File: src/msoc_pkg.sv
/*
 * Shared constants and types of the meter switch output controller.
 * Assumes a single 25 MHz device clock and two switch outputs.
 */
package msoc_pkg;

    // ************************************************************
    // Timing
    // ************************************************************
    localparam int unsigned CLK_HZ = 25_000_000;
    localparam int unsigned ON_TIME_UNIT_S = 1;
    localparam int unsigned SEC_CYC = CLK_HZ * ON_TIME_UNIT_S;

    // ************************************************************
    // Sizes and limits
    // ************************************************************
    localparam int unsigned NUM_OUT = 2;
    localparam int unsigned ON_TIME_W = 14;
    localparam int unsigned CYC_W = 25;
    localparam int unsigned RATE_W = 16;
    localparam int unsigned ASSOC_W = 4;
    localparam logic [ON_TIME_W-1:0] ON_TIME_MAX = 14'h270f;

    // ************************************************************
    // Modes
    // ************************************************************
    typedef enum logic [1:0] {
        SRC_REMOTE = 2'h0,
        SRC_DEMAND = 2'h1,
        SRC_ALARM = 2'h2,
        SRC_ENERGY = 2'h3
    } msoc_src_type;

    typedef enum logic [1:0] {
        BEH_LATCH = 2'h0,
        BEH_TIMED = 2'h1,
        BEH_HOLD = 2'h2
    } msoc_beh_type;

    // ************************************************************
    // Carriers
    // ************************************************************
    typedef struct packed {
        msoc_src_type src;
        msoc_beh_type beh;
        logic [ON_TIME_W-1:0] on_time;
        logic [RATE_W-1:0] rate_div;
    } msoc_cfg_type;

    typedef struct packed {
        logic on;
        logic off;
        logic energize;
        logic release_hold;
    } msoc_cmd_type;

    typedef struct packed {
        logic on;
        logic run;
        logic pend;
        logic [ON_TIME_W-1:0] sec_left;
        logic [CYC_W-1:0] cyc;
        logic [RATE_W-1:0] div_cnt;
    } msoc_ch_type;

    typedef struct packed {
        msoc_ch_type [NUM_OUT-1:0] ch;
        logic [NUM_OUT-1:0] held;
        logic [NUM_OUT-1:0] err;
        logic [NUM_OUT-1:0][ASSOC_W-1:0] assoc;
        logic restored;
    } msoc_state_type;

    // ************************************************************
    // Reset values
    // ************************************************************
    localparam msoc_state_type STATE_RESET = '0;

endpackage : msoc_pkg

File: src/msoc_switch_out.sv
/*
 * Two switch outputs of an energy meter, each driven by remote
 * commands, demand interval ends, alarm triggers or energy pulses,
 * shaped as latched, timed or coil-hold behaviour.
 * Assumes all inputs synchronous to CLK_I; command, trigger and
 * energy inputs are one-cycle pulses; HOLD_NV_I holds the saved
 * coil-hold state from non-volatile storage when reset is released.
 */
//
// Behaviour
// Two outputs, each with its own source and behaviour setting.
// Remote source: only on/off commands change the output; the code uses energize/release in coil-hold and ends timed pulses itself.
// Demand source: one pulse per demand interval end.
// Downstream meter takes each sync pulse as its period boundary.
// Alarm source: a pulse whenever the alarm triggers.
// Energy source: pulse at configured rate per energy unit.
// Receiver counts pulses to derive consumed energy.
// Latched and coil-hold only with remote or alarm source.
// Latched: stays on until an off command.
// Timed: on for 0 to 9999 whole seconds, then off.
// Coil-hold: energize turns on, hold-release turns off.
// Coil-hold state survives power loss and is restored.
// Configurer uses coil-hold for unary alarm outputs.
// Report which meter function each output is associated with.
// Configurer enables an alarm before associating an output.
// Demand and alarm pulses last on time, not extended.
`timescale 1ns/1ps
module msoc_switch_out
    import msoc_pkg::*;
#(
    parameter int unsigned TICK_CYC = SEC_CYC
)
(
    input wire logic CLK_I,
    input wire logic RST_N_I,
    input wire msoc_cfg_type [NUM_OUT-1:0] CFG_I,
    input wire msoc_cmd_type [NUM_OUT-1:0] CMD_I,
    input wire logic [NUM_OUT-1:0] DEMAND_END_I,
    input wire logic [NUM_OUT-1:0] ALARM_TRIG_I,
    input wire logic [NUM_OUT-1:0] ENERGY_INC_I,
    input wire logic [NUM_OUT-1:0] HOLD_NV_I,
    output logic FIRST_SWITCH_OUTPUT_O,
    output logic SECOND_SWITCH_OUTPUT_O,
    output logic [NUM_OUT-1:0] HOLD_STATE_O,
    output logic [NUM_OUT-1:0] CFG_ERR_O,
    output logic [NUM_OUT-1:0][ASSOC_W-1:0] ASSOC_O
);

    // ************************************************************
    // Parameter check
    // ************************************************************
    localparam logic [CYC_W-1:0] TICK_LAST = CYC_W'(TICK_CYC - 1);

    if ((TICK_CYC < 1) || (TICK_CYC > (2 ** CYC_W)))
    begin : g_bad_tick
        $error("TICK_CYC out of range");
    end

    // ************************************************************
    // State
    // ************************************************************
    msoc_state_type s_r;
    msoc_state_type s_nxt;

    always_comb
    begin
        msoc_cfg_type c;
        msoc_cmd_type k;
        msoc_ch_type n;
        msoc_beh_type beh;
        logic bad;
        logic busy;
        logic fire;
        logic start;
        logic [RATE_W-1:0] rate;
        logic [ON_TIME_W-1:0] len;
        c = '0;
        k = '0;
        n = '0;
        beh = BEH_LATCH;
        bad = 1'b0;
        busy = 1'b0;
        fire = 1'b0;
        start = 1'b0;
        rate = '0;
        len = '0;
        s_nxt = s_r;
        s_nxt.restored = 1'b1;
        for (int i = 0; i < NUM_OUT; i++)
        begin
            c = CFG_I[i];
            k = CMD_I[i];
            n = s_r.ch[i];
            busy = s_r.ch[i].run;
            fire = 1'b0;
            start = 1'b0;
            // Latched and hold fall back to timed when not allowed
            bad = ((c.src == SRC_DEMAND) || (c.src == SRC_ENERGY))
                && (c.beh != BEH_TIMED);
            beh = bad ? BEH_TIMED : c.beh;
            len = (c.on_time > ON_TIME_MAX) ? ON_TIME_MAX : c.on_time;
            rate = (c.rate_div == '0) ? 16'h1 : c.rate_div;
            // Seconds countdown of a running pulse
            if (n.run)
            begin
                if (n.sec_left == '0)
                begin
                    n.run = 1'b0;
                    n.on = 1'b0;
                end
                else if (n.cyc == TICK_LAST)
                begin
                    n.cyc = '0;
                    n.sec_left = n.sec_left - 14'h1;
                end
                else
                begin
                    n.cyc = n.cyc + 25'h1;
                end
            end
            // Energy increments divided down to output pulses
            if ((c.src == SRC_ENERGY) && ENERGY_INC_I[i])
            begin
                if ((n.div_cnt + 16'h1) >= rate)
                begin
                    n.div_cnt = '0;
                    fire = 1'b1;
                end
                else
                begin
                    n.div_cnt = n.div_cnt + 16'h1;
                end
            end
            // Source and behaviour dispatch
            case (c.src)
                SRC_REMOTE:
                begin
                    case (beh)
                        BEH_LATCH:
                        begin
                            if (k.off)
                            begin
                                n.on = 1'b0;
                                n.run = 1'b0;
                            end
                            if (k.on)
                            begin
                                n.on = 1'b1;
                                n.run = 1'b0;
                            end
                        end
                        BEH_TIMED:
                        begin
                            if (k.off)
                            begin
                                n.on = 1'b0;
                                n.run = 1'b0;
                            end
                            start = k.on && !busy;
                        end
                        BEH_HOLD:
                        begin
                            if (k.release_hold)
                            begin
                                n.on = 1'b0;
                                n.run = 1'b0;
                            end
                            if (k.energize)
                            begin
                                n.on = 1'b1;
                                n.run = 1'b0;
                            end
                        end
                        default:
                        begin
                            n.on = 1'b0;
                        end
                    endcase
                end
                SRC_ALARM:
                begin
                    case (beh)
                        BEH_LATCH:
                        begin
                            if (k.off)
                            begin
                                n.on = 1'b0;
                                n.run = 1'b0;
                            end
                            if (ALARM_TRIG_I[i])
                            begin
                                n.on = 1'b1;
                                n.run = 1'b0;
                            end
                        end
                        BEH_TIMED:
                        begin
                            start = ALARM_TRIG_I[i] && !busy;
                        end
                        BEH_HOLD:
                        begin
                            if (k.release_hold)
                            begin
                                n.on = 1'b0;
                                n.run = 1'b0;
                            end
                            if (k.energize || ALARM_TRIG_I[i])
                            begin
                                n.on = 1'b1;
                                n.run = 1'b0;
                            end
                        end
                        default:
                        begin
                            n.on = 1'b0;
                        end
                    endcase
                end
                SRC_DEMAND:
                begin
                    start = DEMAND_END_I[i] && !busy;
                end
                SRC_ENERGY:
                begin
                    if (!busy && (fire || n.pend))
                    begin
                        start = 1'b1;
                        n.pend = 1'b0;
                    end
                    else if (fire)
                    begin
                        n.pend = 1'b1;
                    end
                end
                default:
                begin
                    start = 1'b0;
                end
            endcase
            if (start)
            begin
                n.on = 1'b1;
                n.run = 1'b1;
                n.sec_left = len;
                n.cyc = '0;
            end
            if (c.src != SRC_ENERGY)
            begin
                n.pend = 1'b0;
                n.div_cnt = '0;
            end
            // Saved coil-hold state taken back after power returns
            if (!s_r.restored && (beh == BEH_HOLD))
            begin
                n.on = HOLD_NV_I[i];
                n.run = 1'b0;
            end
            s_nxt.ch[i] = n;
            s_nxt.held[i] = n.on && (beh == BEH_HOLD);
            s_nxt.err[i] = bad;
            s_nxt.assoc[i] = 4'h1 << c.src;
        end
    end

    always_ff @(posedge CLK_I or negedge RST_N_I)
    begin
        if (!RST_N_I)
        begin
            s_r <= STATE_RESET;
        end
        else
        begin
            s_r <= s_nxt;
        end
    end

    // ************************************************************
    // Outputs
    // ************************************************************
    assign FIRST_SWITCH_OUTPUT_O = s_r.ch[0].on;
    assign SECOND_SWITCH_OUTPUT_O = s_r.ch[1].on;
    assign HOLD_STATE_O = s_r.held;
    assign CFG_ERR_O = s_r.err;
    assign ASSOC_O = s_r.assoc;

    // ************************************************************
    // Checks per output
    // ************************************************************
    for (genvar g = 0; g < NUM_OUT; g++)
    begin : g_chk
        a_latch_off_cmd: assert property (@(posedge CLK_I)
            disable iff (!RST_N_I)
            (s_r.restored && (CFG_I[g].src == SRC_REMOTE)
            && (CFG_I[g].beh == BEH_LATCH) && CMD_I[g].off
            && !CMD_I[g].on) |=> !s_r.ch[g].on)
        else $error("latched output not cleared by off");

        a_latch_stays_on: assert property (@(posedge CLK_I)
            disable iff (!RST_N_I)
            (s_r.restored && (CFG_I[g].src == SRC_REMOTE)
            && (CFG_I[g].beh == BEH_LATCH) && s_r.ch[g].on
            && !s_r.ch[g].run && !CMD_I[g].off) |=> s_r.ch[g].on)
        else $error("latched output dropped without off");

        a_demand_pulse: assert property (@(posedge CLK_I)
            disable iff (!RST_N_I)
            (s_r.restored && (CFG_I[g].src == SRC_DEMAND)
            && DEMAND_END_I[g] && !s_r.ch[g].run)
            |=> (s_r.ch[g].on && s_r.ch[g].run
            && (s_r.ch[g].sec_left == $past(CFG_I[g].on_time))))
        else $error("demand end gave no pulse");

        a_alarm_pulse: assert property (@(posedge CLK_I)
            disable iff (!RST_N_I)
            (s_r.restored && (CFG_I[g].src == SRC_ALARM)
            && (CFG_I[g].beh == BEH_TIMED) && ALARM_TRIG_I[g]
            && !s_r.ch[g].run) |=> (s_r.ch[g].on && s_r.ch[g].run))
        else $error("alarm trigger gave no pulse");

        a_no_extend: assert property (@(posedge CLK_I)
            disable iff (!RST_N_I)
            (s_r.restored && (CFG_I[g].src == SRC_DEMAND)
            && s_r.ch[g].run && (s_r.ch[g].sec_left == '0))
            |=> (!s_r.ch[g].on && !s_r.ch[g].run))
        else $error("demand pulse extended past on time");

        a_sec_countdown: assert property (@(posedge CLK_I)
            disable iff (!RST_N_I)
            (s_r.restored && s_r.ch[g].run && !DEMAND_END_I[g]
            && (s_r.ch[g].sec_left != '0)
            && (s_r.ch[g].cyc == TICK_LAST) && !CMD_I[g].off)
            |=> (s_r.ch[g].sec_left == ($past(s_r.ch[g].sec_left)
            - 14'h1)) && (s_r.ch[g].cyc == '0))
        else $error("on time countdown wrong");

        a_bad_combo: assert property (@(posedge CLK_I)
            disable iff (!RST_N_I)
            (((CFG_I[g].src == SRC_DEMAND)
            || (CFG_I[g].src == SRC_ENERGY))
            && (CFG_I[g].beh != BEH_TIMED))
            |=> (CFG_ERR_O[g] && !HOLD_STATE_O[g]))
        else $error("disallowed behaviour accepted");

        a_hold_release: assert property (@(posedge CLK_I)
            disable iff (!RST_N_I)
            (s_r.restored && (CFG_I[g].src == SRC_REMOTE)
            && (CFG_I[g].beh == BEH_HOLD) && CMD_I[g].release_hold
            && !CMD_I[g].energize) |=> (!s_r.ch[g].on && !s_r.held[g]))
        else $error("coil hold not released");

        a_energy_fire: assert property (@(posedge CLK_I)
            disable iff (!RST_N_I)
            (s_r.restored && (CFG_I[g].src == SRC_ENERGY)
            && (CFG_I[g].rate_div <= 16'h1) && ENERGY_INC_I[g]
            && !s_r.ch[g].run) |=> s_r.ch[g].run)
        else $error("energy increment gave no pulse");

        a_hold_restore: assert property (@(posedge CLK_I)
            disable iff (!RST_N_I)
            (!s_r.restored && (CFG_I[g].src == SRC_REMOTE)
            && (CFG_I[g].beh == BEH_HOLD))
            |=> (s_r.ch[g].on == $past(HOLD_NV_I[g])))
        else $error("coil hold state not restored");

        a_assoc_report: assert property (@(posedge CLK_I)
            disable iff (!RST_N_I)
            s_r.restored |=> (ASSOC_O[g] == (4'h1 << $past(CFG_I[g].src))))
        else $error("association report wrong");
    end

endmodule : msoc_switch_out

File: config.mk
export PLATFORM = sky130hd
export DESIGN_NAME = msoc_switch_out
export DESIGN_NICKNAME = d
export VERILOG_FILES = /design/src/msoc_pkg.sv /design/src/msoc_switch_out.sv
export SDC_FILE = /design/constraint.sdc
export NUM_CORES = 1
export LEC_CHECK = 0
export BUFFER_PORTS_ARGS = -buffer_cell sky130_fd_sc_hd__buf_4
export CORE_MARGIN = 2
export CORE_UTILIZATION = 45
export CTS_CLUSTER_DIAMETER = 80
export DETAILED_ROUTE_END_ITERATION = 7
export GPL_ROUTABILITY_DRIVEN = 0
export HOLD_SLACK_MARGIN = 0.02
export PLACE_DENSITY = 0.63
export SLEW_MARGIN = 5
export SYNTH_ARGS = -nofsm -noshare
export SYNTH_HDL_FRONTEND = slang
export SYNTH_SLANG_ARGS = --single-unit
File: constraint.sdc
create_clock -name CLK_I -period 6.1 [get_ports CLK_I]
set_clock_uncertainty 0.1 [all_clocks]
set_input_delay 1.22 -clock CLK_I [delete_from_list [all_inputs] [get_ports CLK_I]]
set_output_delay 1.22 -clock CLK_I [all_outputs]
set_load 0.01 [all_outputs]
# Word level (Yosys, flattened, before mapping)
# Cells that the tools add are included.
dict set report word_totals {
  ram_bits 0
  mem_count 0
  latch_bits 0
  output_inout_bits 14
  regBits 129
  mem_bits_ro 0
}
dict set report classes {
  muxes 72
  mul 0
  reduce_logical 49
  n_eq_ne 18
  order_cmp 4
  n_div 0
  bitwise_logic 0
  shift 2
  add_sub_neg 6
}
# op n
set op_table {}
lappend op_table {{two-way mux 39 bit} 6}
lappend op_table {{two-way mux 16 bit} 8}
lappend op_table {{two-way mux 14 bit} 4}
lappend op_table {{adder 25 x 1 -> 25 bit (second input constant)} 2}
lappend op_table {{equality test 25 bit (second input constant)} 2}
lappend op_table {{two-way mux 25 bit} 2}
lappend op_table {{two-way mux 2 bit} 22}
lappend op_table {{adder 16 x 1 -> 16 bit (second input constant)} 2}
lappend op_table {{>= comparator 16 bit} 2}
lappend op_table {{logical NOT 16 bit} 2}
lappend op_table {{greater-than comparator 14 bit (second input constant)} 2}
lappend op_table {{logical NOT 14 bit} 2}
lappend op_table {{subtractor 14 x 1 -> 14 bit (second input constant)} 2}
lappend op_table {{two-way mux 1 bit} 18}
lappend op_table {{case mux 1 bit (3 select lines)} 6}
lappend op_table {{logical AND 1 bit} 16}
lappend op_table {{nonzero test 2 bit} 8}
lappend op_table {{equality test 2 bit (second input constant)} 6}
lappend op_table {{equality test 2 x 1 -> 1 bit (second input constant)} 4}
lappend op_table {{logical NOT 2 bit} 4}
lappend op_table {{!= test 2 x 1 -> 1 bit (second input constant)} 4}
lappend op_table {{case mux 1 bit (4 select lines)} 2}
lappend op_table {{case mux 2 bit (2 select lines)} 2}
lappend op_table {{AND reduction 2 bit} 4}
lappend op_table {{7 further kinds} 19}

# Longest topological paths before layout
dict set report depth {
  ltp_word 12
  mapped_depth 18
  ltp_nobuf 15
}

# Least setup slack after synthesis
# No wires, ideal clock.
dict set report synth_timing {
  path_type {register -> register}
  startpoint {register s_r[19] in the netlist's numbering}
  endpoint {register s_r[60] in the netlist's numbering}
  stages_incl_launch_ff 17
  t_required_ps 5852
  path_slack_ps 2080
  arrival_ps 3772
  cell_sequence {dfrtp_1 > clkbuf_1 > nand3_1 > nor4_1 > and3_1 > and3_1 > and3_1 > xor2_1 > ha_1 > nand4_1 > or4_1 > o211ai_1 > a31oi_1 > clkbuf_1 > buf_2 > o311ai_0 > o221ai_1}
}
dict set report synth_between {
  elab_chain_cells 10
  elab_cells_between_ends 13
  classes_between {add/sub (1); order compare (1); eq/ne (1); mux (5); reduce/logical (5)}
}
# element line_no
set synth_lines {}
lappend synth_lines {{start, declared} msoc_switch_out.sv:62} ;# msoc_state_type s_r;
lappend synth_lines {{start signal, assigned} msoc_switch_out.sv:273} ;# s_r <= s_nxt;
lappend synth_lines {{adder 16 x 1 -> 16 bit (*)} msoc_switch_out.sv:124} ;# if ((n.div_cnt + 16'h1) >= rate)
lappend synth_lines {{>= comparator 16 bit (*)} msoc_switch_out.sv:124}
lappend synth_lines {{two-way mux 1 bit (*)} msoc_switch_out.sv:124}
lappend synth_lines {{two-way mux 1 bit (*)} msoc_switch_out.sv:122} ;# if ((c.src == SRC_ENERGY) && ENERGY_INC_I[i])
lappend synth_lines {{logical OR 1 bit (*)} msoc_switch_out.sv:225} ;# if (!busy && (fire || n.pend))
lappend synth_lines {{logical AND 1 bit (*)} msoc_switch_out.sv:225}
lappend synth_lines {{two-way mux 1 bit (*)} msoc_switch_out.sv:225}
lappend synth_lines {{case mux 1 bit (4 select lines) (*)} msoc_switch_out.sv:135} ;# case (c.src)
lappend synth_lines {{!= test 2 x 1 -> 1 bit (no source line) / nonzero test 2 bit (equally long branches)} -}
lappend synth_lines {{AND reduction 3 bit (no source line)} -}
# Every way passes the cells marked *; elsewhere a longest branch is shown, timed or not.
# A chain may end at the register's enable or synchronous reset.

# Worst setup path after layout
dict set report layout_timing {
  startpoint {register s_r[15] in the netlist's numbering}
  endpoint {register s_r[56] in the netlist's numbering}
}
# Same word-level chain as after synthesis.

==> results.toml <==
[placed_design]
dp_hpwl_mm = 14.07
dp.cells = 1234
dpl_cell_area_um2 = 9124
io_buffers = 99

[clocking]
cts_resized = 0
cts_tree = "built"
htreeDepth = 4
post_cts_buffers = 0
insertion_delay_ps = 420
hold_buffers = 0
cts.clk_slew.worst_paths_ps = 60
root_buffer = "clkbuf_16"
cts.sink_count = 129
cts_max_path_buffers = 2
numCtsBuffers = 17

[logic_synthesis]
synth_top_area_frac = 0.3907
synth_most_common_cell = "dfrtp_1"
async_flop_share = 1.000
syn_nets = 1068
yosysSeqAreaShare = 0.3907
yosysWarningCount = 0
yosys-top-cells-count = "dfrtp_1, nand2_1, inv_1, nor2_1, nand3_1"
synth_edf_count = 0
syn_avg_cell_area_um2 = 8.752
synth_area_leaders = "dfrtp_1, ha_1, nand2_1, xnor2_1, inv_1"
synth_flop_cell = "dfrtp_1"
yosys.area.top_type = "dfrtp_1"
postSynthCellCount = 944
ys_types = 68
netlist_area_um2 = 8262
ys_seq_elements = 129

[setup_path]
path_class = "flop to flop"
critical_path.startpoint = "s_r[15]$_DFFE_PN0P_"
worst_ep_required_time_ps = 6300
r2r_end = "s_r[56]$_DFFE_PN0P_"
startpoint_type = "flop"
worstRegToRegCells = 13
cp-end-kind = "flop"
timing.rr.start = "s_r[15]$_DFFE_PN0P_"
endpoint = "s_r[56]$_DFFE_PN0P_"
r2r_slack_ps = 1370
crit_arrival_ps = 4930
crit_fanout = 16

[final_layout]
diodes = 0
regArea_um2 = 3228
multi_input_area_um2 = 4536
syn2layout_area_growth_pct = 17.36
nets = 1148
fin_area_um2 = 9696
final_util = 0.5397
finalNonFillerCells = 1264
n_fill_cell = 1693
drive_above_1_share = 0.1459

[timing]
final-setup-viol-count = 0
fmax_mhz = 211.2
rsz0062_at_grt = "false"
finalCritPeriodShare = 0.7762
fin_crit_ps = 4735
setup_tns_ps = 0
maxSlewViolCount = 0
hold_viol_final = 0
hold_slack_ps = 393.9
relSlewSlack = 0.4401
worstMarginPinSlew_ps = 839.9

[routing]
drtIter0Drc = 589
routed_wl_mm = 19.08
drc_errors = 0
ant_nets = 0
vias = 7019
first_pass_iters = 5
viasPerCell = 5.553
drt-wirelength-per-cell_um = 15.09

[grt]
antenna_found_initial = 0
grt.overflow.total = 0
grt_usage = 0.1999
grt_pass1_vias = 6677
grt_pass1_wl_mm = 32.30
grt_max_degree = 91

[power]
seqPwrFrac = 0.427
switchingPower_mw = 0.6553
combPwrFrac = 0.159
cellLeakagePower_nw = 4.516
peakVddDrop_mv = 0.2069
clkPwrFrac = 0.415
power_density_nw_per_um2 = 247.5
p_sw_frac = 0.2731
internal_power_mw = 1.744

[min_path]
hold_path_startpoint = "s_r[41]$_DFFE_PN0P_"
hold_path.class = "flop to flop"

[floorplanning]
num_rows = 49
die_h_um = 139.5
fp.coreArea_um2 = 17960
initial_core_util = 0.4599
boundaryPins = 100
fp.dieArea_um2 = 19460
die_x_um = 139.5

[job]
max-cap-violations = 0

[outcome]
outcome = "completed"
## critical path, cell delays in order, from the launching register on
cell and delay [ps]:
dfrtp_1 440, nand3_1 160, nor4_1 520, and3_1 310, and3_1 250, and3_1 230, xor2_1 80, ha_1 310
nand4_1 150, or4_1 540, o211ai_1 390, a31oi_2 410, or2_2 460, o221a_2 280
## per-layer routing
layer,global-route usage,wire [um],up-vias
li1,-,-,3534
met1,0.2843,9351,3336
met2,0.3145,8842,132
met3,0.03751,714,17
met4,0.05369,169,0
met5,0,0,-
## worst min-delay path by stage
stage	to	slack, ps	cells after the start
detailed placement	s_r[41]$_DFFE_PN0P_	380	1
finish	s_r[41]$_DFFE_PN0P_	390	1
global route	s_r[41]$_DFFE_PN0P_	400	1
floorplan	s_r[41]$_DFFE_PN0P_	350	1
CTS	s_r[41]$_DFFE_PN0P_	390	1
global placement	s_r[41]$_DFFE_PN0P_	380	1
## flip-flops by register name, indices dropped and copies added, names as in the netlist
| register | cells |
|---|---|
| FIRST_SWITCH_OUTPUT_O | 1 |
| ASSOC_O | 8 |
| CFG_ERR_O | 2 |
| SECOND_SWITCH_OUTPUT_O | 1 |
| s_r | 115 |
| HOLD_STATE_O | 2 |
## logic make-up after synthesis
| kind of cell | after synthesis | share of synthesized area |
|---|---|---|
| xor gates and xnor gates | 65 | 0.06891 |
| buffers and inverters | 120 | 0.06209 |
| DFF | 129 | 0.3907 |
| adders and majority gates | 38 | 0.05755 |
| muxes | 19 | 0.02347 |
| AOI/OAI and AO/OA | 199 | 0.1666 |
| other | 1 | 0.0004539 |
| and+or+nand+nor | 373 | 0.2302 |
## placed cells by master (no fill, tap or decap), drive strengths merged, types with 20 or more instances in the layout
cell and n:
a21oi 34, a31oi 20, and3 23, buf 104, clkbuf 24, dfrtp 129, ha 38, inv 77
nand2 84, nand3 40, nor2 78, nor3 34, nor4 21, o21ai 38, xnor2 35, xor2 30
## power by group through the flow
stage | Clock, mW | Combinational (mW) | Sequential [mW]
after floorplan | 0 | 0.254 | 1.02
after global placement | 0 | 0.381 | 1.03
after detailed placement | 0 | 0.385 | 1.04
after CTS | 1.01 | 0.386 | 1.02
after global routing | 1.05 | 0.430 | 1.04
final | 0.995 | 0.381 | 1.02
## cell type report
class / count / share of cell area
well taps: 229 / 0.02955
multi-input cells: 695 / 0.4678
repair buffers: 104 / 0.08091
inverters: 77 / 0.02981
clock buffers: 24 / 0.05072
flip-flops and latches: 129 / 0.3329
clock inverters: 6 / 0.008259
## stage by stage
step | setup WS, ps | total power [mW]
after detailed placement | 1284 | 1.421
after global placement | 1464 | 1.415
after CTS | 1388 | 2.421
after floorplan | 2080 | 1.270
after global routing | 1008 | 2.517
final | 1365 | 2.399
Note: power is estimated with default switching activity, not from simulation.
